--- config.mk ---
export PLATFORM = sky130hd
export DESIGN_NAME = ipbm_prio_bank
export DESIGN_NICKNAME = d
export VERILOG_FILES = /design/src/pkg/ipbm_pkg.sv /design/src/logic/ipbm_prio_bank.sv
export SDC_FILE = /design/constraint.sdc
export NUM_CORES = 1
export LEC_CHECK = 0
export BUFFER_PORTS_ARGS = -buffer_cell sky130_fd_sc_hd__buf_2
export CAP_MARGIN = 20
export CELL_PAD_IN_SITES_DETAIL_PLACEMENT = 0
export CELL_PAD_IN_SITES_GLOBAL_PLACEMENT = 1
export CORE_MARGIN = 10
export CORE_UTILIZATION = 39
export DETAILED_ROUTE_END_ITERATION = 8
export HOLD_SLACK_MARGIN = 0.06
export PLACE_DENSITY_LB_ADDON = 0.15
export SKIP_LAST_GASP = 1
export SLEW_MARGIN = 20
export SYNTH_ARGS = -nofsm -noshare
export SYNTH_HDL_FRONTEND = slang
export SYNTH_SLANG_ARGS = --single-unit
--- constraint.sdc ---
create_clock -name core_clk -period 42.3 [get_ports core_clk]
set_input_delay 6.345 -clock core_clk [delete_from_list [all_inputs] [get_ports core_clk]]
set_output_delay 6.345 -clock core_clk [all_outputs]
set_load 0.02 [all_outputs]
--- src/pkg/ipbm_pkg.sv ---
package ipbm_pkg;
  // register indices (word addresses on the plain port)
  localparam logic [2:0] IDX_DMA1_ADC_UART1TX = 3'h0;
  localparam logic [2:0] IDX_PINCHANGE_CMP_I2C = 3'h1;
  localparam logic [2:0] IDX_CAPTURE_EXT1 = 3'h2;
  localparam logic [2:0] IDX_TIMER4_COMPARE_DMA2 = 3'h3;
  localparam logic [2:0] IDX_UART2_EXT2_TIMER5 = 3'h4;
  localparam logic [2:0] IDX_CAN_SPI2 = 3'h5;
  localparam int NUM_REGS = 6;
  // field positions (low bit of each 3-bit field)
  localparam int POS_HI = 12;
  localparam int POS_MH = 8;
  localparam int POS_ML = 4;
  localparam int POS_LO = 0;
  // implemented-bit masks per register
  localparam logic [15:0] MASK_DMA1_ADC_UART1TX = 16'h0777;
  localparam logic [15:0] MASK_FOUR_FIELDS = 16'h7777;
  localparam logic [15:0] MASK_CAPTURE_EXT1 = 16'h7707;
  // reset value of every field is level 4
  localparam logic [2:0] FIELD_RESET = 3'h4;
  localparam logic [15:0] RESET_FOUR_FIELDS = 16'h4444;
  // source count and can source indices in the flat vector
  localparam int NUM_SRC = 23;
  localparam int SRC_CAN_EVENT = 20;
  localparam int SRC_CAN_RX = 21;
  localparam int SRC_CAN_TX = 22;
  localparam logic [2:0] PRIO_OFF = 3'h0;

  typedef struct packed {
    logic [2:0] addr;
    logic [15:0] wdata;
    logic wr;
    logic rd;
  } ipbm_bus_t;

  typedef enum logic [1:0] {
    IPBM_IDLE = 2'b00,
    IPBM_RUN = 2'b01
  } ipbm_mode_t;

  typedef struct packed {
    logic [NUM_REGS-1:0][15:0] regs;
    logic [15:0] rdata;
    logic reqValid;
    logic [4:0] reqId;
    logic [2:0] reqLevel;
    ipbm_mode_t mode;
  } ipbm_state_t;
endpackage

--- src/logic/ipbm_prio_bank.sv ---
// The register addresses and the address-and-strobe port were left to the implementer.
`timescale 1ns/1ps
module ipbm_prio_bank #(
  parameter bit HAS_CAN = 1'b1
) (
  input wire logic core_clk,
  input wire logic rstn,
  input wire ipbm_pkg::ipbm_bus_t bus,
  input wire logic [ipbm_pkg::NUM_SRC-1:0] srcPending,
  input wire logic [ipbm_pkg::NUM_SRC-1:0] srcEnable,
  input wire logic [2:0] canTxPriority,
  output logic [15:0] rdata,
  output logic [ipbm_pkg::NUM_REGS-1:0][15:0] prioRegs,
  output logic reqValid,
  output logic [4:0] reqId,
  output logic [2:0] reqLevel
);

  // implemented-bit mask of a register index
  function automatic logic [15:0] implMask(input logic [2:0] idx);
    case (idx)
      ipbm_pkg::IDX_DMA1_ADC_UART1TX: implMask = ipbm_pkg::MASK_DMA1_ADC_UART1TX;
      ipbm_pkg::IDX_CAPTURE_EXT1: implMask = ipbm_pkg::MASK_CAPTURE_EXT1;
      ipbm_pkg::IDX_PINCHANGE_CMP_I2C,
      ipbm_pkg::IDX_TIMER4_COMPARE_DMA2,
      ipbm_pkg::IDX_UART2_EXT2_TIMER5,
      ipbm_pkg::IDX_CAN_SPI2: implMask = ipbm_pkg::MASK_FOUR_FIELDS;
      default: implMask = 16'h0000;
    endcase
  endfunction

  // one 3-bit field of a register
  function automatic logic [2:0] field(input logic [15:0] r, input int pos);
    field = r[pos +: 3];
  endfunction

  ipbm_pkg::ipbm_state_t s_q;
  ipbm_pkg::ipbm_state_t s_d;
  logic [ipbm_pkg::NUM_SRC-1:0][2:0] level;

  // flatten fields into per-source levels
  always_comb begin
    level[0] = field(s_q.regs[0], ipbm_pkg::POS_MH);
    level[1] = field(s_q.regs[0], ipbm_pkg::POS_ML);
    level[2] = field(s_q.regs[0], ipbm_pkg::POS_LO);
    level[3] = field(s_q.regs[1], ipbm_pkg::POS_HI);
    level[4] = field(s_q.regs[1], ipbm_pkg::POS_MH);
    level[5] = field(s_q.regs[1], ipbm_pkg::POS_ML);
    level[6] = field(s_q.regs[1], ipbm_pkg::POS_LO);
    level[7] = field(s_q.regs[2], ipbm_pkg::POS_HI);
    level[8] = field(s_q.regs[2], ipbm_pkg::POS_MH);
    level[9] = field(s_q.regs[2], ipbm_pkg::POS_LO);
    level[10] = field(s_q.regs[3], ipbm_pkg::POS_HI);
    level[11] = field(s_q.regs[3], ipbm_pkg::POS_MH);
    level[12] = field(s_q.regs[3], ipbm_pkg::POS_ML);
    level[13] = field(s_q.regs[3], ipbm_pkg::POS_LO);
    level[14] = field(s_q.regs[4], ipbm_pkg::POS_HI);
    level[15] = field(s_q.regs[4], ipbm_pkg::POS_MH);
    level[16] = field(s_q.regs[4], ipbm_pkg::POS_ML);
    level[17] = field(s_q.regs[4], ipbm_pkg::POS_LO);
    level[18] = field(s_q.regs[5], ipbm_pkg::POS_ML);
    level[19] = field(s_q.regs[5], ipbm_pkg::POS_LO);
    level[20] = field(s_q.regs[5], ipbm_pkg::POS_HI);
    level[21] = field(s_q.regs[5], ipbm_pkg::POS_MH);
    level[22] = canTxPriority;
  end

  // next state: register writes, read data, arbitration
  always_comb begin
    logic [2:0] best;
    logic [4:0] bestId;
    logic found;
    logic live;
    best = ipbm_pkg::PRIO_OFF;
    bestId = 5'h00;
    found = 1'b0;
    live = 1'b0;
    s_d = s_q;
    s_d.mode = ipbm_pkg::IPBM_RUN;
    s_d.rdata = 16'h0000;
    if (bus.wr && bus.addr < 3'(ipbm_pkg::NUM_REGS)) begin
      s_d.regs[bus.addr] = bus.wdata & implMask(bus.addr);
    end
    if (bus.rd && bus.addr < 3'(ipbm_pkg::NUM_REGS)) begin
      s_d.rdata = s_q.regs[bus.addr] & implMask(bus.addr);
    end
    for (int i = 0; i < ipbm_pkg::NUM_SRC; i++) begin
      live = srcPending[i] && srcEnable[i];
      live = live && (level[i] != ipbm_pkg::PRIO_OFF);
      if (i >= ipbm_pkg::SRC_CAN_EVENT && !HAS_CAN) begin
        live = 1'b0;
      end
      if (live && (!found || level[i] > best)) begin
        best = level[i];
        bestId = 5'(i);
        found = 1'b1;
      end
    end
    s_d.reqValid = found;
    s_d.reqId = bestId;
    s_d.reqLevel = best;
  end

  // state register, synchronous reset
  always_ff @(posedge core_clk) begin
    if (!rstn) begin
      s_q.regs[0] <= ipbm_pkg::RESET_FOUR_FIELDS & ipbm_pkg::MASK_DMA1_ADC_UART1TX;
      s_q.regs[1] <= ipbm_pkg::RESET_FOUR_FIELDS;
      s_q.regs[2] <= ipbm_pkg::RESET_FOUR_FIELDS & ipbm_pkg::MASK_CAPTURE_EXT1;
      s_q.regs[3] <= ipbm_pkg::RESET_FOUR_FIELDS;
      s_q.regs[4] <= ipbm_pkg::RESET_FOUR_FIELDS;
      s_q.regs[5] <= ipbm_pkg::RESET_FOUR_FIELDS;
      s_q.rdata <= 16'h0000;
      s_q.reqValid <= 1'b0;
      s_q.reqId <= 5'h00;
      s_q.reqLevel <= 3'h0;
      s_q.mode <= ipbm_pkg::IPBM_IDLE;
    end else begin
      s_q <= s_d;
    end
  end

  assign rdata = s_q.rdata;
  assign prioRegs = s_q.regs;
  assign reqValid = s_q.reqValid;
  assign reqId = s_q.reqId;
  assign reqLevel = s_q.reqLevel;

endmodule // ipbm_prio_bank

# --- Word-level counts from Yosys, hierarchy flattened ---
# Index checks and enable logic that the tools add are counted.
word_totals:
  regBits: 121
  latchBits: 0
  ramBits: 0
  mem_bits_ro: 0
  input_bits: 72
  out_inout_bits: 121
  word_cells: 264
  n_memories: 0
op_classes:
  addsub: 0
  multipliers: 0
  div: 0
  order_cmp: 25
  eq_ne: 5
  shifts: 0
  n_mux: 76
  n_bitwise: 3
  n_reduce_logical: 143
op_table:
  columns: ["operator", "count"]
  rows:
  - ["$mux W5", 21]
  - ["$bwmux W96", 1]
  - ["$logic_and A1 B1 Y1", 71]
  - ["$mux W3", 23]
  - ["$reduce_bool A3 Y1", 23]
  - ["$gt A3 B3 Y1", 22]
  - ["$mux W16", 4]
  - ["$bmux W16 S3", 1]
  - ["$demux W16 S3", 1]
  - ["$pmux W15 S3", 1]
  - ["$and A16 B16 Y16", 2]
  - ["$mux W1", 24]
  - ["$logic_not A1 Y1", 22]
  - ["$logic_or A1 B1 Y1", 22]
  - ["$reduce_or A8 Y1", 1]
  - ["$eq A3 B2 Y1 const B", 2]
  - ["$eq A3 B3 Y1 const B", 2]
  - ["$lt A3 B4 Y1 const B", 1]
  - ["$reduce_or A4 Y1", 1]
  - ["$eq A3 B1 Y1 const B", 1]
  - ["$ge A3 B1 Y1 const B", 1]
  - ["$logic_not A3 Y1", 1]
  - ["$lt A3 B3 Y1 const B", 1]
  - ["$reduce_and A2 Y1", 1]
  - ["2 further kinds", 2]

# --- Logic depth before layout (Yosys ltp) ---
# Gate-level depths: netlist of run 1.
logic_depth:
  word_depth: 91
  depth_mapped: 183

# --- Worst setup path before layout of run 1 ---
# No wires, ideal clock.
synth_path:
  kind: "input -> register"
  startpoint: "input srcPending[0] in the netlist's numbering"
  endpoint: "register, netlist name reqLevel[1]"
  arrival_ps: 36336
  required_time_ps: 42179
  slack_ps: 5842
  stages: 163
  path_buffers: 0
  path_cell_list: "nand3_1 -> ha_1 -> a211o_1 -> a21o_1 -> nand2_1 -> mux2_1 -> ha_1 -> nand3_1 -> o21ai_0 -> o21a_1 -> nor2_1 -> mux2i_1 -> ha_1 -> nor2b_1 -> o21a_1 -> o21a_1 -> or4_1 -> o221ai_1 -> (+127 left out) -> o21a_1 -> nor2b_1 -> or2_1 -> ha_1 -> nor2b_1 -> o21a_1 -> o21ai_0 -> a21oi_2 -> o31a_1 -> ha_1 -> a21o_1 -> a21oi_1 -> a31oi_1 -> nor2_1 -> nor2_2 -> mux2_1 -> nand2_1 -> a21oi_1"
synth_via:
  elab_chain_cells: 91
synth_rtl:
  columns: ["element", "line", "source"]
  rows:
  - ["start: declaration", "ipbm_prio_bank.sv:9", "input wire logic [ipbm_pkg::NUM_SRC-1:0] srcPending,"]
  - ["$logic_and A1 B1 Y1 *", "ipbm_prio_bank.sv:88", "live = srcPending[i] && srcEnable[i];"]
  - ["$logic_and A1 B1 Y1 *", "ipbm_prio_bank.sv:89", "live = live && (level[i] != ipbm_pkg::PRIO_OFF);"]
  - ["$mux W3 or $mux W1 (tied branches)", "ipbm_prio_bank.sv:93", "if (live && (!found || level[i] > best)) begin"]
  - ["$gt A3 B3 Y1 or $logic_not A1 Y1 (tied branches)", "ipbm_prio_bank.sv:93", null]
  - ["$logic_or A1 B1 Y1", "ipbm_prio_bank.sv:93", null]
  - ["$logic_and A1 B1 Y1", "ipbm_prio_bank.sv:93", null]
  - ["$mux W3 or $mux W1 (tied branches)", "ipbm_prio_bank.sv:93", null]
  - ["$gt A3 B3 Y1 or $logic_not A1 Y1 (tied branches)", "ipbm_prio_bank.sv:93", null]
  - ["(+75 left out)", null, null]
  - ["$gt A3 B3 Y1 or $logic_not A1 Y1 (tied branches)", "ipbm_prio_bank.sv:93", null]
  - ["$logic_or A1 B1 Y1", "ipbm_prio_bank.sv:93", null]
  - ["$logic_and A1 B1 Y1", "ipbm_prio_bank.sv:93", null]
  - ["$mux W3 or $mux W1 (tied branches)", "ipbm_prio_bank.sv:93", null]
  - ["$gt A3 B3 Y1 or $logic_not A1 Y1 (tied branches)", "ipbm_prio_bank.sv:93", null]
  - ["$logic_or A1 B1 Y1", "ipbm_prio_bank.sv:93", null]
  - ["$logic_and A1 B1 Y1", "ipbm_prio_bank.sv:93", null]
  - ["$mux W3 *", "ipbm_prio_bank.sv:93", null]
# Every way passes the cells marked *; elsewhere a longest branch is shown, timed or not.
# A chain may end at the register's enable or synchronous reset.

# --- Final worst setup path of run 1 ---
layout_path:
  startpoint: "input srcEnable[0] in the netlist's numbering"
  endpoint: "register, netlist name reqId[3]"
layout_via:
  elab_chain_cells: 91
layout_rtl:
  columns: ["element", "line", "source"]
  rows:
  - ["start: declaration", "ipbm_prio_bank.sv:10", "input wire logic [ipbm_pkg::NUM_SRC-1:0] srcEnable,"]
  - ["$logic_and A1 B1 Y1 *", "ipbm_prio_bank.sv:88", null]
  - ["$logic_and A1 B1 Y1 *", "ipbm_prio_bank.sv:89", null]
  - ["$mux W3 or $mux W1 (tied branches)", "ipbm_prio_bank.sv:93", null]
  - ["$gt A3 B3 Y1 or $logic_not A1 Y1 (tied branches)", "ipbm_prio_bank.sv:93", null]
  - ["$logic_or A1 B1 Y1", "ipbm_prio_bank.sv:93", null]
  - ["$logic_and A1 B1 Y1", "ipbm_prio_bank.sv:93", null]
  - ["$mux W3 or $mux W1 (tied branches)", "ipbm_prio_bank.sv:93", null]
  - ["$gt A3 B3 Y1 or $logic_not A1 Y1 (tied branches)", "ipbm_prio_bank.sv:93", null]
  - ["(+75 left out)", null, null]
  - ["$gt A3 B3 Y1 or $logic_not A1 Y1 (tied branches)", "ipbm_prio_bank.sv:93", null]
  - ["$logic_or A1 B1 Y1", "ipbm_prio_bank.sv:93", null]
  - ["$logic_and A1 B1 Y1", "ipbm_prio_bank.sv:93", null]
  - ["$mux W3 or $mux W1 (tied branches)", "ipbm_prio_bank.sv:93", null]
  - ["$gt A3 B3 Y1 or $logic_not A1 Y1 (tied branches)", "ipbm_prio_bank.sv:93", null]
  - ["$logic_or A1 B1 Y1", "ipbm_prio_bank.sv:93", null]
  - ["$logic_and A1 B1 Y1", "ipbm_prio_bank.sv:93", null]
  - ["$reduce_or A8 Y1 (no line)", null, null]
# Marked as above.

==> results of run 1 <==
## power groups by stage
stage	combinational [W]	clock, W	sequential, W
floorplan	0.000144	0	0.000102
global placement	0.000193	0	0.0000983
detailed placement	0.000194	0	0.0000983
CTS	0.000195	0.0000869	0.0000963
global route	0.000223	0.0000900	0.0000969
finish	0.000200	0.0000859	0.0000963
## synthesized netlist by cell type, drive strengths merged (11+ instances only)
cell / instances
a21o: 13
a21oi: 52
a31oi: 15
and2: 37
and3: 16
buf: 30
clkbuf: 29
dfxtp: 93
ha: 52
inv: 65
mux2: 13
mux2i: 21
nand2: 111
nand3: 31
nor2: 55
nor2b: 31
nor3: 11
o211ai: 25
o21ai: 69
o311ai: 17
## what timing repair did
item                       in CTS  in global routing
setup buffers                   0                  5
hold buffers                    0                  0
setup endpoints to repair       0                  8
resized for setup               0                  9
## registers in the layout, summed over array words and instances, names as in the netlist
register	cells
reqId	5
reqValid	1
prioRegs	72
rdata	12
reqLevel	3
## cells by family after synthesis
| kind of cell | after synthesis |
|---|---|
| DFF | 93 |
| AOI/OAI and AO/OA | 285 |
| buffers and inverters | 124 |
| adders and majority gates | 57 |
| muxes | 41 |
| other | 1 |
| and+or+nand+nor | 323 |
## per-stage QoR
stage | setup slack [ns] | util (%)
final | 2.43 | 46.5
after CTS | 1.64 | 46.0
after floorplan | 5.84 | -
after detailed placement | 1.38 | 44.4
after global routing | -0.0295 | 46.4
after global placement | 1.64 | 44.4
## worst max-delay path: cells and delay by family
family                     cells  cell delay, ns
AOI/OAI and AO/OA             84           17.17
buffers and inverters         10            0.94
and+or+nand+nor               39            5.73
muxes                          7            2.36
adders and majority gates     26            7.54
## area by class of cell
cell class	instances	area [um^2]	area share (%)
clock inverter	7	76.3	0.881
timing repair buffer	168	861	9.94
clock buffer	9	225	2.60
multi-input combinational	734	5100	58.9
sequential	93	1860	21.5
antenna	1	2.50	0.0289
tap	234	293	3.38
inverter	65	244	2.82
## metal layers
layer / global-route usage [%] / routed length [um] / vias to the layer above
met5: 0 / 11 / -
met4: 3.83 / 294 / 2
met3: 5.02 / 1960 / 24
met2: 35.0 / 12600 / 252
met1: 29.3 / 12600 / 3445
li1: - / - / 3634
## path summary, 6_finish.rpt
kind                                                   to  slack (ns)  cells after the start
worst min register to register  prioRegs[14]$_SDFFE_PN0P_        0.49                      1
worst max register to register        reqId[3]$_SDFF_PP0_        7.98                    165
worst min-delay path            prioRegs[14]$_SDFFE_PN0P_        0.49                      1
worst max-delay path                  reqId[3]$_SDFF_PP0_        2.43                    166
==> parameters.txt, run 1 <==
Parameter                              Value

Status
  Result of the run ... finished, final reports clean

Global route
  Maximum number of pins on one net before global-route repair ... 85
  Grt ovf ... 0
  First-pass GRT wire length ... 42,100 um
  Antenna violations before repair ... 2
  Total global-route track usage ... 21.8%
  Number of global-route vias before repair ... about 7,200

Setup path
  Classification of the worst setup path ... input port to register
  Category of the worst setup path launch point ... input port
  Endpoint class of the critical path ... register
  Worst reg2reg path startpoint ... prioRegs[9]$_SDFFE_PN0P_
  Worst setup path start ... srcEnable[0]
  Slowest cell on the critical path ... sky130_fd_sc_hd__a2111oi_2
  Largest incremental delay on the critical path ... 0.50 ns
  Crit path arrival time ... roughly 40 ns
  Critical path peak fanout ... 9
  Required time at the endpoint of the critical path ... approximately 43 ns

Timing
  WHS ... ~0.5 ns
  Final Max Tran Viols ... 0
  Relative max-transition margin ... 41.9%
  Final setup vio count ... 0
  Worst clock skew ... between 0.007 and 0.008 ns
  Setup TNS after final layout ... 0 ns
  Final hold violation count ... 0
  Final worst path period need ... approximately 40 ns
  Peak clock frequency supported by timing ... approximately 25 MHz
  Final critical-path share of the clock period ... 94.3%
  Worst Max-Slew Pin Slew ... approximately 0.86 ns

Power
  Combinational share of power ... between 50% and 60%
  Overall Power ... approximately 0.00038 W
  Switching power ... 0.000164 W
  Net switching fraction of the power ... ~43%
  Fraction of power consumed by sequential logic ... ~25%
  Leakage ... roughly 4.0 nW
  Clock share of power ... 22.5%
  Internal power of the cells ... ~0.00022 W
  Peak supply drop ... ~29 uV
  Total power per unit cell area ... 44.1 mW/mm^2

Place
  I/O Buffers ... 160
  Dpl cell area ... 0.00827 mm^2
  Total placed cells including tap cells ... ~1,300
  Final Wtd Congestion ... 0.896
  HPWL after DPL ... 21,400 um

Logic synthesis
  Most used flip-flop cell after synthesis ... sky130_fd_sc_hd__dfxtp_1
  Area fraction in compound gates after synthesis ... 28.3%
  EDFF count, synth ... 0
  Post-synthesis area per instance ... 7.99 um^2
  Adder and majority cell fraction of the synthesized area ... under 10%
  Part of the Yosys area used for sequential elements ... between 20 and 30%
  Post-Synthesis Cells ... just over 900
  Biggest area consumer among synthesized cells ... sky130_fd_sc_hd__dfxtp_1
  Leading post-synthesis cells by cell area ... sky130_fd_sc_hd__dfxtp_1, sky130_fd_sc_hd__ha_1, sky130_fd_sc_hd__nand2_1
  Netlist Area Pre-Place ... around 0.0074 mm^2
  Synth warnings ... 0
  Library cells used by synthesis ... 89
  Mux cell area share after synthesis ... 7.17%
  Share of Yosys cell area claimed by the top area cell type ... approximately a quarter
  Number of storage elements in the synthesis netlist ... 93
  Post-synthesis share of cell area spent on xor and xnor gates ... 0%
  Synth Area in Simple Gates ... 22.0%
  Dominant combinational cell family by area after synthesis ... compound AO/OA/AOI/OAI gates
  Share of synthesized registers carrying an async set or reset ... 0%

Cells and area
  Total of fill cells in the finished design ... approximately 1,900
  Filler-free cell count of the finished design ... 1,311
  Most common cell after layout, fill and taps aside ... sky130_fd_sc_hd__buf_2
  Most frequent cells in the layout ... sky130_fd_sc_hd__buf_2, sky130_fd_sc_hd__nand2_1, sky130_fd_sc_hd__dfxtp_1, sky130_fd_sc_hd__inv_1, sky130_fd_sc_hd__o21ai_0
  Synthesis-to-layout area growth ... 17.3%
  Design Area, Final ... around 0.0087 mm^2
  Final-stage net count ... between 1,000 and 1,500
  Layout cells sized above 1 ... between 20% and 30%

CTS
  Total number of clock tree sinks ... 93
  Buffers from clock root to sink, at most ... 2
  Clk_lat worst skew ... between 0.3 and 0.4 ns
  Clock transition at the registers of the reported paths ... ~0.080 ns
  CTS H-tree depth ... 3
  Clock Root Buffer ... sky130_fd_sc_hd__clkbuf_16
  CTS tree ... done
  Num CTS Buffers ... 9

Floorplanning
  Rows ... 50
  IO Count ... a little under 200
  Initial Utilization ... 39.6%
  Area enclosed by the die boundary ... 0.0248 mm^2
  Horizontal extent of the die ... 158 um
  Y dimension of the die ... 158 um
  Core box area ... between 0.015 and 0.02 mm^2

Routing
  Post-detailed-route via-to-cell ratio ... approximately 5.6
  Iteration-0 DRC Markers ... ~460
  Number of detailed-routing iterations run before antenna repair ... 5
  Routed length per instance ... about 21 um
  Final Routed Wirelength ... approximately 27,000 um
  DRC errors left ... 0
  Remaining antenna violation count after routing ... 0
  Via count ... between 7,000 and 8,000

Worst hold path
  Hold path startpoint ... prioRegs[14]$_SDFFE_PN0P_
  Hold WC Path Type ... register to register

Flow run
  Max_cap viols ... 0
Note: power is estimated with default switching activity, not from simulation.
==> inputs of run 2 (changes only) <==
--- a/config.mk
+++ b/config.mk
@@ -5,15 +5,17 @@
 export SDC_FILE = /design/constraint.sdc
 export NUM_CORES = 1
 export LEC_CHECK = 0
+export ABC_AREA = 1
+export ABC_CLOCK_PERIOD_IN_PS = 42300
 export BUFFER_PORTS_ARGS = -buffer_cell sky130_fd_sc_hd__buf_2
 export CAP_MARGIN = 20
 export CELL_PAD_IN_SITES_DETAIL_PLACEMENT = 0
 export CELL_PAD_IN_SITES_GLOBAL_PLACEMENT = 1
 export CORE_MARGIN = 10
-export CORE_UTILIZATION = 39
+export CORE_UTILIZATION = 37
 export DETAILED_ROUTE_END_ITERATION = 8
 export HOLD_SLACK_MARGIN = 0.06
-export PLACE_DENSITY_LB_ADDON = 0.15
+export PLACE_DENSITY_LB_ADDON = 0.12
 export SKIP_LAST_GASP = 1
 export SLEW_MARGIN = 20
 export SYNTH_ARGS = -nofsm -noshare
==> run 2 against run 1 <==
  * Area after synthesis down 7.0%
  * Clock skew down 0.0019 ns
  * Worst setup slack better by 8.5 ns
  * Sequential cell count unchanged
  * Hold slack worse by 0.049 ns
  * Sequential share of layout area up 1.4 points
  * Fmax up 27%
  * Global-route usage down 1.7 points
  * Critical path depth up 42
  * Via count down 3.5%
  * Cell area down 6.3%
  * Critical endpoint is now reqLevel[2]$_SDFF_PN0_
==> parameters.txt, run 2 <==
Parameter                              Value

Power
  Total power per unit cell area ... 48.7 mW/mm^2 (+10%)
  Peak supply drop ... 21.3 uV (-26%)
  Leakage ... 4.27 nW (+7.5%)

Logic synthesis
  Synth warnings ... 0 (unchanged)
  Adder and majority cell fraction of the synthesized area ... 9.48% (-0.047 points)
  Library cells used by synthesis ... 34 (-62%)
  Share of synthesized registers carrying an async set or reset ... 0% (unchanged)
  Synth Area in Simple Gates ... 28.3% (+6.2 points)
  EDFF count, synth ... 0 (unchanged)
  Number of storage elements in the synthesis netlist ... 93 (unchanged)
  Most used flip-flop cell after synthesis ... sky130_fd_sc_hd__dfxtp_1
  Dominant combinational cell family by area after synthesis ... simple AND/OR/NAND/NOR gates
  Post-Synthesis Cells ... 1,011 (+9.4%)
  Post-synthesis area per instance ... 6.79 um^2 (-15%)
  Top cells by count, synth ... sky130_fd_sc_hd__nand2_1, sky130_fd_sc_hd__inv_1, sky130_fd_sc_hd__o21ai_0, sky130_fd_sc_hd__dfxtp_1, sky130_fd_sc_hd__nor2_1
  Share of Yosys cell area claimed by the top area cell type ... 27.1% (+1.9 points)
  Most frequent cell after synthesis ... sky130_fd_sc_hd__nand2_1
  Post-synthesis share of cell area spent on xor and xnor gates ... 0% (unchanged)
  Netlist Area Pre-Place ... 0.00687 mm^2 (-7.0%)
  Leading post-synthesis cells by cell area ... sky130_fd_sc_hd__dfxtp_1, sky130_fd_sc_hd__nand2_1, sky130_fd_sc_hd__o21ai_0
  Area fraction in compound gates after synthesis ... 22.9% (-5.3 points)
  Mux cell area share after synthesis ... 0% (-7.2 points)
  Part of the Yosys area used for sequential elements ... 27.1% (+1.9 points)
  Biggest area consumer among synthesized cells ... sky130_fd_sc_hd__dfxtp_1

Place
  Worst Setup Slack post-DPL ... 10.59 ns (+9.21 ns)
  HPWL after DPL ... 20,200 um (-5.6%)
  I/O Buffers ... 160 (unchanged)
  Final Wtd Congestion ... 0.951 (+6.1%)
  Total placed cells including tap cells ... 1,383 (+7.3%)

Routing
  Routed length per instance ... 18.0 um (-14%)
  Number of detailed-routing iterations run before antenna repair ... 5 (unchanged)
  Post-detailed-route via-to-cell ratio ... 5.07 (-9.6%)
  Remaining antenna violation count after routing ... 0 (unchanged)
  Iteration-0 DRC Markers ... 558 (+22%)
  DRC errors left ... 0 (unchanged)
  Via count ... 7,099 (-3.5%)
  Final Routed Wirelength ... 25,200 um (-8.2%)

Setup path
  Largest incremental delay on the critical path ... 0.33 ns (-0.17 ns)
  Slowest cell on the critical path ... sky130_fd_sc_hd__ha_1
  Classification of the worst setup path ... input port to register
  Required time at the endpoint of the critical path ... 42.56 ns (-0.02 ns)
  Worst Reg-to-Reg Cells ... 207 (+25%)
  Crit path arrival time ... 31.66 ns (-8.49 ns)
  Cell type with the highest occurrence count on the critical path ... sky130_fd_sc_hd__o21ai_0
  Critical path peak fanout ... 10 (+1)
  Endpoint class of the critical path ... register
  Category of the worst setup path launch point ... input port

Cells and area
  Antenna diode count ... 0 (-1)
  Layout cells sized above 1 ... 22.6% (-0.68 points)
  Most frequent cells in the layout ... sky130_fd_sc_hd__nand2_1, sky130_fd_sc_hd__buf_2, sky130_fd_sc_hd__inv_1, sky130_fd_sc_hd__o21ai_0, sky130_fd_sc_hd__dfxtp_1
  Combined flip-flop and latch cell area ... 0.00186 mm^2 (unchanged)
  Filler-free cell count of the finished design ... 1,399 (+6.7%)
  Final-stage net count ... 1,289 (+7.9%)
  Total of fill cells in the finished design ... 1,981 (+1.7%)
  Most common cell after layout, fill and taps aside ... sky130_fd_sc_hd__nand2_1
  Total area of multi-input combinational cells ... 0.00427 mm^2 (-16%)
  Max reg flops ... 72 (unchanged)
  Synthesis-to-layout area growth ... 18.2%
  Post-layout utilization of the core ... 44.9% (-1.6 points)

Floorplanning
  Y dimension of the die ... 156 um (-0.87%)
  Core box area ... 0.0181 mm^2 (-3.0%)
  Area enclosed by the die boundary ... 0.0244 mm^2 (-1.7%)
  Rows ... 49 (-2.0%)
  IO Count ... 193 (unchanged)
  Horizontal extent of the die ... 156 um (-0.87%)
  Initial Utilization ... 38.0% (-1.6 points)

Timing
  Worst Max-Slew Pin Slew ... 0.974 ns (+0.113 ns)
  Final setup vio count ... 0 (unchanged)
  Setup repair after global routing missed its margin ... no
  Final Max Tran Viols ... 0 (unchanged)
  Worst clock skew ... 0.00584 ns (-0.00188 ns)
  Peak clock frequency supported by timing ... 31.8 MHz (+27%)
  Setup TNS after final layout ... 0 ns (unchanged)
  Final setup slack of the worst path ... 10.90 ns (+8.47 ns)
  Final hold violation count ... 0 (unchanged)
  Final worst path period need ... 31.40 ns (-8.47 ns)
  Relative max-transition margin ... 35.0% (-6.9 points)
  Final critical-path share of the clock period ... 74.2% (-20 points)

Global route
  Maximum number of pins on one net before global-route repair ... 58 (-32%)
  First-pass GRT wire length ... 38,400 um (-8.7%)
  Met3 Track Usage GR ... 3.15% (-1.9 points)
  GRT met1 Usage ... 26.1% (-3.2 points)
  Total global-route track usage ... 20.0% (-1.7 points)
  Grt ovf ... 0 (unchanged)
  Antenna violations before repair ... 1 (-1)
  Fraction of met2 tracks used by global routing ... 33.3% (-1.7 points)
  Number of global-route vias before repair ... 6,907 (-4.3%)
  Most crowded layer after global routing ... met2

CTS
  CTS H-tree depth ... 3 (unchanged)
  CTS tree ... done
  Cts-stage hold buffer count ... 0 (unchanged)
  Number of setup buffers added after CTS ... 0 (unchanged)
  Num CTS Buffers ... 9 (unchanged)
  Count of cells resized by post-cts repair ... 0 (unchanged)
  Clock transition at the registers of the reported paths ... 0.07 ns (about the same)
  Clk_lat worst skew ... 0.36 ns (about the same)
  Clock Root Buffer ... sky130_fd_sc_hd__clkbuf_16
  Total number of clock tree sinks ... 93 (unchanged)
  Buffers from clock root to sink, at most ... 2 (unchanged)

Worst hold path
  Hold WC Path Type ... register to register
  Worst hold path stage count ... 2 (+1)

Status
  Result of the run ... finished, final reports clean

Flow run
  Max_cap viols ... 0 (unchanged)
[run 2: final timing paths]
kind | startpoint | end | slack (ns)
worst max-delay path | srcPending[0] | reqLevel[2]$_SDFF_PN0_ | 10.90
worst min-delay path | prioRegs[36]$_SDFFE_PN0P_ | prioRegs[36]$_SDFFE_PN0P_ | 0.44
worst max register to register | prioRegs[9]$_SDFFE_PN0P_ | reqLevel[2]$_SDFF_PN0_ | 16.51
worst min register to register | prioRegs[36]$_SDFFE_PN0P_ | prioRegs[36]$_SDFFE_PN0P_ | 0.44
[run 2: cells by family after synthesis]
group                      count (synthesis)
adders and majority gates                 52
other                                      1
buffers and inverters                    194
AOI/OAI and AO/OA                        272
and+or+nand+nor                          399
DFF                                       93
[run 2: area by class of cell]
| class | instances | area share [%] |
|---|---|---|
| timing repair buffer | 165 | 10.3 |
| tap | 229 | 3.53 |
| sequential | 93 | 22.9 |
| clock buffer | 9 | 2.77 |
| multi-input combinational | 751 | 52.6 |
| clock inverter | 7 | 1.08 |
| inverter | 145 | 6.71 |
[run 2: critical path, delay by kind of cell]
kind,cells,cell delay [ns]
AND/OR/NAND/NOR,103,8.56
AO/OA/AOI/OAI,53,8.05
adder cells (fa/ha/maj),22,6.73
buffers and inverters,30,1.99
[run 2: per-layer routing]
layer	up-vias	routed length, um
met3	28	1500
met2	199	11700
met5	-	13
met4	2	460
met1	3237	11500
li1	3633	-
[run 2: stage by stage]
step / total power, W / cell area [um^2] / hold slack (ns)
2_1_floorplan: 0.000266 / 6970 / 0.518
6_report: 0.000395 / 8120 / 0.437
3_3_place_gp: 0.000308 / 7800 / 0.425
5_1_grt: 0.000434 / 8120 / 0.453
4_1_cts: 0.000398 / 8120 / 0.437
3_5_place_dp: 0.000310 / 7800 / 0.425
[run 2: power by group]
group / total [W] / internal, W / switching, W
logic: 0.000210 / 0.0000755 / 0.000134
clock network: 0.0000880 / 0.0000474 / 0.0000406
registers: 0.0000974 / 0.0000930 / 0.00000442
==> inputs of run 3 (changes only) <==
--- a/config.mk
+++ b/config.mk
@@ -6,7 +6,7 @@
 export NUM_CORES = 1
 export LEC_CHECK = 0
 export ABC_AREA = 1
-export ABC_CLOCK_PERIOD_IN_PS = 42300
+export ABC_CLOCK_PERIOD_IN_PS = 31100
 export BUFFER_PORTS_ARGS = -buffer_cell sky130_fd_sc_hd__buf_2
 export CAP_MARGIN = 20
 export CELL_PAD_IN_SITES_DETAIL_PLACEMENT = 0
==> constraint.sdc (replaced) <==
create_clock -name core_clk -period 31.1 [get_ports core_clk]
set_input_delay 4.665 -clock core_clk [delete_from_list [all_inputs] [get_ports core_clk]]
set_output_delay 4.665 -clock core_clk [all_outputs]
set_load 0.02 [all_outputs]
==> run 3 against run 2 <==
  * Wire length decreased by 0.36%
  * Highest routed layer is now met4
  * Sequential power increased by 37%
  * Non-clock buffer count increased by 4
  * Critical path depth decreased by 2
  * Global-route usage decreased by 0.16 points
  * Clock skew increased by 0.0046 ns
  * Combinational power increased by 42%
  * Register-to-register slack got worse by 9.4 ns
==> parameters.txt, run 3 (synthesized netlist as in run 2, its figures left out) <==
Parameter                              Value

Setup path
  Cell class contributing the biggest share of worst-path delay ... simple AND/OR/NAND/NOR gates
  Cell type with the highest occurrence count on the critical path ... sky130_fd_sc_hd__nand2_1
  Slowest cell on the critical path ... sky130_fd_sc_hd__ha_1
  Required time at the endpoint of the critical path ... 31.35 ns (-11.21 ns)
  Worst reg2reg path startpoint ... prioRegs[10]$_SDFFE_PN1P_
  Endpoint class of the critical path ... register
  Crit path arrival time ... 28.23 ns (-3.43 ns)
  Critical path peak fanout ... 10 (unchanged)
  Worst setup path start ... srcPending[0]
  Category of the worst setup path launch point ... input port
  Classification of the worst setup path ... input port to register
  Largest incremental delay on the critical path ... 0.33 ns (about the same)
  Buf/Inv on CP ... 29 (-3.3%)

Flow run
  Max_cap viols ... 0 (unchanged)

Cells and area
  Antenna diode count ... 0 (unchanged)
  Most common cell after layout, fill and taps aside ... sky130_fd_sc_hd__nand2_1
  Synthesis-to-layout area growth ... 19.4%
  Total of fill cells in the finished design ... 1,956 (-1.3%)
  Max reg flops ... 72 (unchanged)
  Most frequent cells in the layout ... sky130_fd_sc_hd__nand2_1, sky130_fd_sc_hd__buf_2, sky130_fd_sc_hd__inv_1, sky130_fd_sc_hd__o21ai_0, sky130_fd_sc_hd__dfxtp_1
  Final-stage net count ... 1,293 (+0.31%)
  Layout cells sized above 1 ... 24.0% (+1.3 points)

Floorplanning
  IO Count ... 193 (unchanged)
  Rows ... 49 (unchanged)
  Area enclosed by the die boundary ... 0.0244 mm^2 (unchanged)
  Initial Utilization ... 38.0% (unchanged)
  Horizontal extent of the die ... 156 um (unchanged)
  Y dimension of the die ... 156 um (unchanged)
  Core box area ... 0.0181 mm^2 (unchanged)

Global route
  Maximum number of pins on one net before global-route repair ... 58 (unchanged)
  Number of global-route vias before repair ... 6,900 (-0.10%)
  Antenna violations before repair ... 0 (-1)
  First-pass GRT wire length ... 38,200 um (-0.65%)
  Total global-route track usage ... 19.9% (-0.16 points)
  Grt ovf ... 0 (unchanged)

CTS
  Clk_lat worst skew ... 0.35 ns (about the same)
  Clock transition at the registers of the reported paths ... 0.06 ns (about the same)
  Cts-stage hold buffer count ... 0 (unchanged)
  CTS H-tree depth ... 3 (unchanged)
  Buffers from clock root to sink, at most ... 2 (unchanged)
  Num CTS Buffers ... 9 (unchanged)
  Total number of clock tree sinks ... 93 (unchanged)
  CTS tree ... done
  Clock Root Buffer ... sky130_fd_sc_hd__clkbuf_16

Routing
  Remaining antenna violation count after routing ... 0 (unchanged)
  Post-detailed-route via-to-cell ratio ... 5.08 (+0.19%)
  Total length of routed met3 wires ... 1570 um (+5.2%)
  Iteration-0 DRC Markers ... 496 (-11%)
  DRT met1 WL ... 11,400 um (-0.80%)
  Routed length on met2 ... 11,700 um (about the same)
  Routed length per instance ... 17.9 um (-0.57%)
  Via count ... 7,128 (+0.41%)
  Final Routed Wirelength ... 25,100 um (-0.36%)
  DRC errors left ... 0 (unchanged)
  Highest metal layer used by the detailed router ... met4
  Number of detailed-routing iterations run before antenna repair ... 5 (unchanged)

Timing
  Peak clock frequency supported by timing ... 35.7 MHz
  Worst clock skew ... 0.0104 ns (+0.00460 ns)
  Final critical-path share of the clock period ... between 80% and 90%
  WHS ... 0.434 ns (-0.00315 ns)
  Setup repair after global routing missed its margin ... no
  Setup TNS after final layout ... 0 ns (unchanged)
  Relative max-transition margin ... 35.3% (+0.23 points)
  Worst Max-Slew Pin Slew ... 0.970 ns (-0.00338 ns)
  Final setup vio count ... 0 (unchanged)
  Final hold violation count ... 0 (unchanged)
  Final worst path period need ... around 28 ns
  Final Max Tran Viols ... 0 (unchanged)

Power
  Leakage ... 4.31 nW (+0.73%)
  Total power per unit cell area ... 67.4 mW/mm^2 (+39%)
  Peak supply drop ... 24.5 uV (+15%)

Worst hold path
  Hold path startpoint ... prioRegs[12]$_SDFFE_PN0P_
  Hold WC Path Type ... register to register

Place
  HPWL after DPL ... 20,200 um (+0.13%)
  Final Wtd Congestion ... 0.951 (unchanged)
  I/O Buffers ... 160 (unchanged)

Status
  Result of the run ... finished, final reports clean
## run 3: layout make-up
type / instances / area [um^2] / share of cell area (%)
clock inverter: 6 / 93.8 / 1.14
multi-input combinational: 751 / 4320 / 52.7
inverter: 145 / 544 / 6.64
timing repair buffer: 169 / 868 / 10.6
tap: 229 / 287 / 3.49
sequential: 93 / 1860 / 22.7
clock buffer: 9 / 225 / 2.75
## run 3: worst reg2reg max path: cells and delay by family, from the launching register on
kind                       cells  cell delay, ns
buffers and inverters         29            1.77
and+or+nand+nor               99            8.52
DFF                            1            0.44
adders and majority gates     22            6.56
AOI/OAI and AO/OA             55            6.63
## run 3: repair_timing
item / CTS / global route
resized for setup: 0 / 50
setup endpoints to repair: 0 / 8
setup buffers: 0 / 4
## run 3: metrics by stage
| step | worst slack, ns | utilization (%) | instance area (um^2) | power (W) | std cells |
|---|---|---|---|---|---|
| CTS | 1.37 | 44.9 | 8120 | 0.000544 | 1398 |
| floorplan | 4.27 | - | 6970 | 0.000361 | 1038 |
| global placement | 1.25 | 43.1 | 7800 | 0.000418 | 1383 |
| detailed placement | 1.10 | 43.1 | 7800 | 0.000422 | 1383 |
| global route | 0.0370 | 45.3 | 8200 | 0.000603 | 1402 |
| finish | 3.12 | 45.3 | 8200 | 0.000553 | 1402 |
## run 3: path summary, 6_finish.rpt
kind	slack, ns	depth (start not counted)	endpoint
worst max-delay path	3.12	206	reqLevel[2]$_SDFF_PN0_
worst min-delay path	0.43	2	prioRegs[12]$_SDFFE_PN0P_
worst max register to register	7.07	205	reqLevel[2]$_SDFF_PN0_
worst min register to register	0.43	2	prioRegs[12]$_SDFFE_PN0P_
## run 3: per-layer routing
layer,vias up,global-route usage (%)
li1,3649,-
met1,3248,25.9
met2,208,33.6
met3,23,2.80
met4,0,5.17
met5,-,0
## run 3: report_power, final
group          internal [W]  switching [W]  leakage (nW)  total [W]
registers          0.000127     0.00000614         0.758   0.000133
logic              0.000109       0.000189          3.39   0.000298
clock network     0.0000710      0.0000516         0.153   0.000123
